### src/astbg_pkg.sv
// ==========================================================================
// Shared constants for the serial transmitter and its controller
package astbg_pkg;
   // Device register indices on the link register port
   localparam logic [2:0] IDX_BAUD_HIGH = 3'h0;
   localparam logic [2:0] IDX_BAUD_LOW = 3'h1;
   localparam logic [2:0] IDX_CTRL_ONE = 3'h2;
   localparam logic [2:0] IDX_CTRL_TWO = 3'h3;
   localparam logic [2:0] IDX_STATUS_ONE = 3'h4;
   localparam logic [2:0] IDX_DATA_HIGH = 3'h6;
   localparam logic [2:0] IDX_DATA_LOW = 3'h7;
   // control_reg_one field positions
   localparam int CR1_LOOP_SELECT = 7;
   localparam int CR1_NINE_BIT = 4;
   localparam int CR1_IDLE_LINE_TYPE = 2;
   localparam int CR1_PARITY_ENABLE = 1;
   localparam int CR1_PARITY_TYPE = 0;
   // control_reg_two field positions
   localparam int CR2_TX_EMPTY_IRQ_ENABLE = 7;
   localparam int CR2_TRANSMITTER_ENABLE = 3;
   localparam int CR2_RECEIVER_ENABLE = 2;
   // status_reg_one field positions
   localparam int SR1_TX_BUFFER_EMPTY = 7;
   localparam int SR1_TRANSMIT_COMPLETE = 6;
   // data_reg_high field position
   localparam int DRH_TX_NINTH_BIT = 6;
   // Baud generator and frame timing
   localparam int DIV_W = 13;
   localparam logic [3:0] TICKS_LAST = 4'hF;   // 16 ticks per bit
   localparam logic [3:0] XFER_TICK = 4'h8;    // 9th tick of stop bit
   localparam logic [3:0] FRAME_LEN_8 = 4'hA;
   localparam logic [3:0] FRAME_LEN_9 = 4'hB;
   // Reset values
   localparam logic [7:0] CTRL_RESET = 8'h00;
   localparam logic [DIV_W-1:0] DIV_RESET = 13'h0000;
   // Controller Avalon-MM byte offsets and bit positions
   localparam logic [3:0] OFS_COMMAND = 4'h0;
   localparam logic [3:0] OFS_STATUS = 4'h4;
   localparam int CMD_READ_BIT = 16;
   localparam int STAT_IRQ_BIT = 8;
   localparam int STAT_LINE_BIT = 9;
endpackage : astbg_pkg

### src/astbg_link_if.sv
`timescale 1ns/1ps
// ==========================================================================
// Register port and interrupt between controller and transmitter
interface astbg_link_if (
   input wire logic clock,
   input wire logic rst_n
);
   logic [2:0] reg_idx;
   logic reg_wr;
   logic reg_rd;
   logic [7:0] reg_wdata;
   logic [7:0] reg_rdata;
   logic tx_irq;

   modport dev_end (
      input clock, rst_n, reg_idx, reg_wr, reg_rd, reg_wdata,
      output reg_rdata, tx_irq
   );
   modport ctl_end (
      input clock, rst_n, reg_rdata, tx_irq,
      output reg_idx, reg_wr, reg_rd, reg_wdata
   );
endinterface : astbg_link_if

### src/astbg_tx_dev.sv
`timescale 1ns/1ps
// ==========================================================================
// Behaviour
// RULE1: frame is 10 bits, or 11 in nine-bit
// RULE2: ninth bit from tx_ninth_bit, kept after sending
// RULE3: 13-bit modulus divisor counter shared by rx, tx
// RULE4: 16x tick for receiver, tx at tick/16
// RULE5: bit rate equals clock over 16 times divisor
// RULE6: zero divisor stops generator, nonzero starts it
// RULE7: high divisor write waits for low write
// RULE8: controller programs divisor, then ctrl one, two
// RULE9: start bit 0 at lsb, stop 1 at msb
// RULE10: parity replaces data msb, odd or even
// RULE11: buffer empty set on transfer, resets to one
// RULE12: next transfer 9/16 bit into stop bit
// RULE13: empty flag and enable raise tx interrupt
// RULE14: write only when empty; no start while set
// RULE15: enable rise sends preamble of ones first
// RULE16: line idles high when not sending frame
// RULE17: disable mid frame finishes frame first
// RULE18: controller waits empty flag before disabling
// RULE19: preamble between messages by enable toggle
// RULE20: tx and rx independent, one baud generator
// RULE21: status read then data write clears empty flag
// RULE22: data high written before data low commits
module astbg_tx_dev
   import astbg_pkg::*;
(
   // Link to the controller
   astbg_link_if.dev_end link,
   // Serial line and shared baud tick
   output logic txd,
   output logic rx_sample_tick,
   output logic transmit_complete
);
   typedef enum logic [1:0] {
      TX_IDLE = 2'b01,
      TX_SHIFT = 2'b10
   } astbg_tx_state_t;

   // ======================================================================
   // Frame builder: start, data, optional parity, stop
   function automatic logic [10:0] build_frame(input logic [7:0] data,
                                               input logic ninth,
                                               input logic [7:0] cr1);
      logic [8:0] chr;
      logic par;
      chr = {ninth, data};
      if (cr1[CR1_NINE_BIT]) begin
         par = (^chr[7:0]) ^ cr1[CR1_PARITY_TYPE];
         if (cr1[CR1_PARITY_ENABLE]) chr[8] = par; // RULE10
         build_frame = {1'b1, chr, 1'b0}; // RULE2 RULE9
      end else begin
         par = (^chr[6:0]) ^ cr1[CR1_PARITY_TYPE];
         if (cr1[CR1_PARITY_ENABLE]) chr[7] = par; // RULE10
         build_frame = {2'b11, chr[7:0], 1'b0}; // RULE9
      end
   endfunction : build_frame

   logic [7:0] ctrl_one_r;
   logic [7:0] ctrl_two_r;
   logic [4:0] div_high_r;
   logic [DIV_W-1:0] divisor_r;
   logic [DIV_W-1:0] baud_cnt_r;
   logic tick16;
   logic [7:0] data_low_r;
   logic ninth_r;
   logic tx_buffer_empty_flag_r;
   logic tx_buffer_empty_flag_armed_r;
   logic te_prev_r;
   logic preamble_r;
   logic [10:0] next_frame_r;
   logic next_valid_r;
   astbg_tx_state_t state_r;
   logic [10:0] shift_r;
   logic [3:0] bits_left_r;
   logic [3:0] sub_r;
   logic [7:0] rdata_r;
   logic te;
   logic wr_low;
   logic bit_end;
   logic frame_end;
   logic xfer_point;
   logic boundary;
   logic load_pre;
   logic load_next;
   logic load_buf;
   logic [3:0] frame_len;

   assign te = ctrl_two_r[CR2_TRANSMITTER_ENABLE];
   assign wr_low = link.reg_wr && link.reg_idx == IDX_DATA_LOW; // RULE22
   assign frame_len = ctrl_one_r[CR1_NINE_BIT] ? FRAME_LEN_9
                                                : FRAME_LEN_8; // RULE1

   // ======================================================================
   // Register writes
   always_ff @(posedge link.clock or negedge link.rst_n) begin
      if (!link.rst_n) begin
         ctrl_one_r <= CTRL_RESET;
         ctrl_two_r <= CTRL_RESET;
         div_high_r <= 5'h00;
         data_low_r <= 8'h00;
         ninth_r <= 1'b0;
      end else if (link.reg_wr) begin
         unique case (link.reg_idx)
            IDX_BAUD_HIGH: div_high_r <= link.reg_wdata[4:0]; // RULE7
            IDX_CTRL_ONE: ctrl_one_r <= link.reg_wdata;
            IDX_CTRL_TWO: ctrl_two_r <= link.reg_wdata;
            IDX_DATA_HIGH: ninth_r <= link.reg_wdata[DRH_TX_NINTH_BIT]; // RULE2
            IDX_DATA_LOW: data_low_r <= link.reg_wdata;
            default: ;
         endcase
      end
   end

   // Divisor in use changes only on the low write
   always_ff @(posedge link.clock or negedge link.rst_n) begin
      if (!link.rst_n) begin
         divisor_r <= DIV_RESET;
      end else if (link.reg_wr && link.reg_idx == IDX_BAUD_LOW) begin
         divisor_r <= {div_high_r, link.reg_wdata}; // RULE7
      end
   end

   // ======================================================================
   // Baud generator: one tick every divisor clocks, shared with receiver
   always_ff @(posedge link.clock or negedge link.rst_n) begin
      if (!link.rst_n) begin
         baud_cnt_r <= DIV_RESET;
      end else if (divisor_r == DIV_RESET || tick16) begin
         baud_cnt_r <= DIV_RESET; // RULE6
      end else begin
         baud_cnt_r <= baud_cnt_r + 13'h0001; // RULE3
      end
   end

   assign tick16 = divisor_r != DIV_RESET
                   && baud_cnt_r == divisor_r - 13'h0001; // RULE5 RULE6
   assign rx_sample_tick = tick16; // RULE4 RULE20

   // ======================================================================
   // Frame timing points
   assign bit_end = state_r == TX_SHIFT && tick16 && sub_r == TICKS_LAST;
   assign frame_end = bit_end && bits_left_r == 4'h1;
   assign xfer_point = state_r == TX_SHIFT && tick16
                       && bits_left_r == 4'h1 && sub_r == XFER_TICK
                       && te && !preamble_r && !tx_buffer_empty_flag_r
                       && !next_valid_r; // RULE12 RULE14
   assign boundary = te && tick16
                     && (state_r == TX_IDLE || frame_end); // RULE17
   assign load_pre = boundary && preamble_r; // RULE15
   assign load_next = boundary && !preamble_r && next_valid_r;
   assign load_buf = boundary && !preamble_r && !next_valid_r
                     && !tx_buffer_empty_flag_r; // RULE14

   // Preamble queued by each enable rise
   always_ff @(posedge link.clock or negedge link.rst_n) begin
      if (!link.rst_n) begin
         te_prev_r <= 1'b0;
         preamble_r <= 1'b0;
      end else begin
         te_prev_r <= te;
         if (te && !te_prev_r) preamble_r <= 1'b1; // RULE15 RULE19
         else if (load_pre) preamble_r <= 1'b0;
      end
   end

   // Buffer empty flag: set wins over the clearing write
   always_ff @(posedge link.clock or negedge link.rst_n) begin
      if (!link.rst_n) begin
         tx_buffer_empty_flag_r <= 1'b1; // RULE11
         tx_buffer_empty_flag_armed_r <= 1'b0;
      end else begin
         if (link.reg_rd && link.reg_idx == IDX_STATUS_ONE && tx_buffer_empty_flag_r) begin
            tx_buffer_empty_flag_armed_r <= 1'b1;
         end else if (wr_low) begin
            tx_buffer_empty_flag_armed_r <= 1'b0;
         end
         if (xfer_point || load_buf) tx_buffer_empty_flag_r <= 1'b1; // RULE11
         else if (wr_low && tx_buffer_empty_flag_armed_r) tx_buffer_empty_flag_r <= 1'b0; // RULE21
      end
   end

   // Early transfer into the held next frame
   always_ff @(posedge link.clock or negedge link.rst_n) begin
      if (!link.rst_n) begin
         next_frame_r <= 11'h7FF;
         next_valid_r <= 1'b0;
      end else if (xfer_point) begin
         next_frame_r <= build_frame(data_low_r, ninth_r, ctrl_one_r);
         next_valid_r <= 1'b1; // RULE12
      end else if (load_next) begin
         next_valid_r <= 1'b0;
      end
   end

   // ======================================================================
   // Shift engine
   always_ff @(posedge link.clock or negedge link.rst_n) begin
      if (!link.rst_n) begin
         state_r <= TX_IDLE;
         shift_r <= 11'h7FF;
         bits_left_r <= 4'h0;
         sub_r <= 4'h0;
      end else if (load_pre || load_next || load_buf) begin
         state_r <= TX_SHIFT;
         sub_r <= 4'h0;
         bits_left_r <= frame_len; // RULE1
         if (load_pre) shift_r <= 11'h7FF; // RULE15
         else if (load_next) shift_r <= next_frame_r;
         else shift_r <= build_frame(data_low_r, ninth_r, ctrl_one_r);
      end else if (frame_end) begin
         state_r <= TX_IDLE; // RULE17
         shift_r <= 11'h7FF;
         bits_left_r <= 4'h0;
         sub_r <= 4'h0;
      end else if (state_r == TX_SHIFT && tick16) begin
         sub_r <= sub_r + 4'h1; // RULE4
         if (bit_end) begin
            shift_r <= {1'b1, shift_r[10:1]};
            bits_left_r <= bits_left_r - 4'h1;
         end
      end
   end

   // Line output from a flop, idle high
   always_ff @(posedge link.clock or negedge link.rst_n) begin
      if (!link.rst_n) begin
         txd <= 1'b1;
      end else if (state_r == TX_SHIFT && !frame_end) begin
         txd <= shift_r[0];
      end else if (load_pre || load_next || load_buf) begin
         txd <= 1'b1;
      end else begin
         txd <= 1'b1; // RULE16
      end
   end

   // ======================================================================
   // Register reads, one cycle after the strobe
   always_ff @(posedge link.clock or negedge link.rst_n) begin
      if (!link.rst_n) begin
         rdata_r <= 8'h00;
      end else if (link.reg_rd) begin
         unique case (link.reg_idx)
            IDX_BAUD_HIGH: rdata_r <= {3'h0, divisor_r[12:8]};
            IDX_BAUD_LOW: rdata_r <= divisor_r[7:0];
            IDX_CTRL_ONE: rdata_r <= ctrl_one_r;
            IDX_CTRL_TWO: rdata_r <= ctrl_two_r;
            IDX_STATUS_ONE: rdata_r <= {tx_buffer_empty_flag_r, state_r == TX_IDLE,
                                        6'h00};
            IDX_DATA_HIGH: rdata_r <= {1'b0, ninth_r, 6'h00};
            default: rdata_r <= 8'h00;
         endcase
      end
   end

   assign link.reg_rdata = rdata_r;
   assign link.tx_irq = tx_buffer_empty_flag_r && ctrl_two_r[CR2_TX_EMPTY_IRQ_ENABLE]; // RULE13
   assign transmit_complete = state_r == TX_IDLE;
endmodule : astbg_tx_dev

### src/flat_wrapper.sv
// flat-port wrapper written by rule: the top's interface ports become plain ports
module astbg_tx_dev_flat import astbg_pkg::*;
  (txd, rx_sample_tick, transmit_complete, clock, rst_n, link_reg_idx, link_reg_wr, link_reg_rd, link_reg_wdata, link_reg_rdata, link_tx_irq);
  astbg_link_if link_i (.clock(clock), .rst_n(rst_n));
  output logic txd;
  output logic rx_sample_tick;
  output logic transmit_complete;
  input wire logic clock;
  input wire logic rst_n;
  input wire logic [$bits(link_i.reg_idx)-1:0] link_reg_idx;
  input wire logic [$bits(link_i.reg_wr)-1:0] link_reg_wr;
  input wire logic [$bits(link_i.reg_rd)-1:0] link_reg_rd;
  input wire logic [$bits(link_i.reg_wdata)-1:0] link_reg_wdata;
  output wire logic [$bits(link_i.reg_rdata)-1:0] link_reg_rdata;
  output wire logic [$bits(link_i.tx_irq)-1:0] link_tx_irq;
  assign link_i.reg_idx = link_reg_idx;
  assign link_i.reg_wr = link_reg_wr;
  assign link_i.reg_rd = link_reg_rd;
  assign link_i.reg_wdata = link_reg_wdata;
  assign link_reg_rdata = link_i.reg_rdata;
  assign link_tx_irq = link_i.tx_irq;
  astbg_tx_dev u_core (.link(link_i), .txd(txd), .rx_sample_tick(rx_sample_tick), .transmit_complete(transmit_complete));
endmodule
### config.mk
export PLATFORM = sky130hd
export DESIGN_NAME = astbg_tx_dev_flat
export DESIGN_NICKNAME = d
export VERILOG_FILES = /design/src/astbg_pkg.sv /design/src/astbg_link_if.sv /design/src/astbg_tx_dev.sv /design/src/flat_wrapper.sv
export SDC_FILE = /design/constraint.sdc
export NUM_CORES = 1
export LEC_CHECK = 0
export ABC_AREA = 1
export BUFFER_PORTS_ARGS = -buffer_cell sky130_fd_sc_hd__clkbuf_2
export CAP_MARGIN = 15
export CORE_UTILIZATION = 57
export CTS_CLUSTER_DIAMETER = 120
export DETAILED_ROUTE_END_ITERATION = 6
export HOLD_SLACK_MARGIN = 0.15
export PLACE_DENSITY = 0.75
export SLEW_MARGIN = 20
export SYNTH_ARGS = -nofsm -noshare
export SYNTH_HDL_FRONTEND = slang
export SYNTH_SLANG_ARGS = --single-unit
### constraint.sdc
create_clock -name clock -period 4.2 [get_ports clock]
set_input_delay 0.21 -clock clock [delete_from_list [all_inputs] [get_ports clock]]
set_output_delay 0.21 -clock clock [all_outputs]
set_load 0.03 [all_outputs]
==> results.yml <==
critical_path:
  r2r_slack_ps: 1060
  r2r-end: "u_core.shift_r[9]"
  cp-start-kind: "flip-flop"
  timing.rr.start: "u_core.divisor_r[0]"
  r2r_cells: 16
  worstPathMaxFanout: 15
  worstPathArrival_ps: 3460
  critPathKind: "reg -> reg"
  required_ps: 4520
  cp-end-kind: "flip-flop"
clock_tree:
  cts_tree: "yes"
  cts.repair.resized: 0
  cts-root-buf: "clkbuf_8"
  clock_path_buffers: 2
  clock-sinks: 100
  path_clk_slew_ps: 100
  clock_latency_ps: 370
  cts_max_level: 3
  cts_setup_buffers: 0
  cts_made_buffers: 9
  cts_hold_buffers: 2
grt:
  grt.total_usage_pct: 27.26
  overflow: 0
  busiest_layer: "met2"
  grt_use_met2_pct: 44.63
  met3_usage_pct: 4.596
  antenna_found_initial: 0
  grt_pass1_vias: 4407
  grt_pass1_wl_um: 21260
  grt_max_degree: 55
  grtUsageMet1_pct: 36.43
power_and_ir_drop:
  irDropWorstVdd_v: 0.0003127
  power_frac_seq_pct: 47.6
  clock_power_share_pct: 23.8
  swShare_pct: 37.04
  power.density_nw_per_um2: 448.6
  p_sw_uw: 986.7
  leakagePower_uw: 0.002862
  internal_power_uw: 1677
  pwr-share-comb_pct: 28.5
routing:
  drc_errors: 0
  via_per_inst: 5.541
  vias: 4677
  drt_wl_total_um: 12620
  postRouteAntennaNets: 0
  drt_iter0_drc: 270
  dr.pass1.iters: 5
  wl_per_cell_um: 14.96
yosys:
  syn_avg_cell_area_um2: 8.019
  synth_warnings: 0
  async_flop_share_pct: 100.0
  syn-num-nets: 709
  synth.cell_area_um2: 5509
  ys_types: 42
  synth_sequential_area_ratio_pct: 45.95
  synthCells: 687
  ys.flop_type: "dfrtp_1"
  synth-edff-count: 0
  yosys_register_bits: 100
cells_and_area:
  antenna_cells: 0
  final_common_cell: "nand2_1"
  fin_area_um2: 5938
  area_growth_pct: 7.790
  final_nets: 732
  layout_common_cells: "nand2_1, inv_1, dfrtp_1"
  stdcell_count: 844
  final_layout_size_suffix_gt1_share_pct: 15.52
  num-fill-cells: 814
timing:
  rsz0062_at_grt: "no"
  fin_crit_ps: 3142
  worst_clock_skew_ps: 11.97
  post-route-period-util_pct: 74.82
  hold_ws_ps: 186.7
  slew_violations: 0
  worst_slew_pin_slew_ps: 912.7
  relSlewSlack_pct: 38.68
  hold_violations: 0
  setup_viol: 0
  clock.fmax_mhz: 318.2
  fin_setup_tns_ps: 0
  setup_slack_ps: 1058
place:
  place.gp.congestion: 0.9554
  post-place-cells: 826
  place_area_um2: 5719
  pre_cts_slack_ps: 1129
  dp_hpwl_um: 9267
  port-buffer-count: 26
floorplan:
  die_w_um: 100.3
  initial_core_util_pct: 59.34
  std_cell_rows: 35
  die_h_um: 100.3
  die-area_um2: 10060
  core_um2: 9284
  ios: 27
hold_path:
  hold_depth: 3
  hp-class: "in -> reg"
  hold_path_end: "u_core.ninth_r"
  min_from: "link_reg_idx[1]"
flow_run:
  drv_cap: 0
status:
  status: "finished, final reports clean"
[metal layers]
metal | wire [um] | vias to the layer above
li1 | - | 2287
met1 | 5575 | 2210
met2 | 5969 | 155
met3 | 757 | 25
met4 | 322 | 0
met5 | 0 | -
[critical path: stages (launching register included)]
cell and delay, ps:
dfrtp_1 440, inv_2 110, ha_1 280, nand2_2 100, nor2_1 240, nand2_1 100
xor2_1 250, nand3_1 160, nor3_2 220, nand4_2 180, nand2_2 190, o311ai_4 240
nand2_2 270, inv_2 130, nand2_1 70, o21ai_1 60, inv_1 60
[final cells by class]
| cell class | instances | area [um2] | area share, % |
|---|---|---|---|
| Clock inverter | 5 | 67.56 | 1.138 |
| Sequential cell | 100 | 2531 | 42.63 |
| Inverter | 86 | 322.8 | 5.436 |
| Multi-Input combinational cell | 483 | 2556 | 43.05 |
| Timing Repair Buffer | 30 | 167.7 | 2.823 |
| Clock buffer | 11 | 131.4 | 2.212 |
| Tap cell | 129 | 161.4 | 2.718 |
[cells in the mapped netlist, drive strengths merged, types with 10 or more instances]
library cell	number	area, um2
nand2	188	723.2
inv	86	322.8
dfrtp	77	1927
nor2	67	269.0
o21ai	65	359.1
nand3	43	220.2
nand4	24	175.2
dfstp	23	604.3
xor2	17	148.9
nor3	15	102.6
clkbuf	12	45.04
xnor2	11	103.9
nand3b	10	75.07
[through the flow]
| stage | util, % | power (uW) |
|---|---|---|
| 2_1_floorplan | - | 1825 |
| 3_3_place_gp | 61.60 | 2005 |
| 3_5_place_dp | 61.60 | 2039 |
| 4_1_cts | 63.96 | 2676 |
| 5_1_grt | 63.96 | 2838 |
| 6_report | 63.96 | 2664 |
[state kept, by name, indices dropped and copies added, names as in the netlist, 5 cells and up]
register and count:
u_core.divisor_r 13, u_core.data_low_r 8, u_core.baud_cnt_r 13, u_core.shift_r 10, u_core.link.reg_rdata 8, u_core.ctrl_one_r 8
u_core.div_high_r 5, u_core.ctrl_two_r 8, u_core.next_frame_r 10
[power groups by stage]
stage | sequential (uW) | combinational (uW) | clock, uW
floorplan | 1250 | 579 | 0
global placement | 1280 | 728 | 0
detailed placement | 1280 | 757 | 0
CTS | 1260 | 761 | 651
global route | 1290 | 868 | 685
finish | 1270 | 760 | 635
[how the worst max path moves through the flow]
| stage | slack [ps] | to | cells after the start | from |
|---|---|---|---|---|
| floorplan | 1460 | u_core.next_frame_r[8] | 13 | u_core.divisor_r[0] |
| global placement | 1280 | u_core.sub_r[0] | 15 | u_core.divisor_r[0] |
| detailed placement | 1130 | u_core.shift_r[9] | 16 | u_core.divisor_r[0] |
| CTS | 1090 | u_core.shift_r[9] | 16 | u_core.divisor_r[0] |
| global route | 710 | u_core.sub_r[0] | 15 | u_core.divisor_r[0] |
| finish | 1060 | u_core.shift_r[9] | 16 | u_core.divisor_r[0] |
[cell families after synthesis]
kind of cell             share of synthesized area [%]
XOR/XNOR                                         4.588
adder cells (fa/ha/maj)                          1.590
AND/OR/NAND/NOR                                  29.57
flip-flops                                       45.95
AO/OA/AOI/OAI                                    10.04
buffers and inverters                            7.654
multiplexers                                    0.6132
Power figures use the tool's default switching activity.
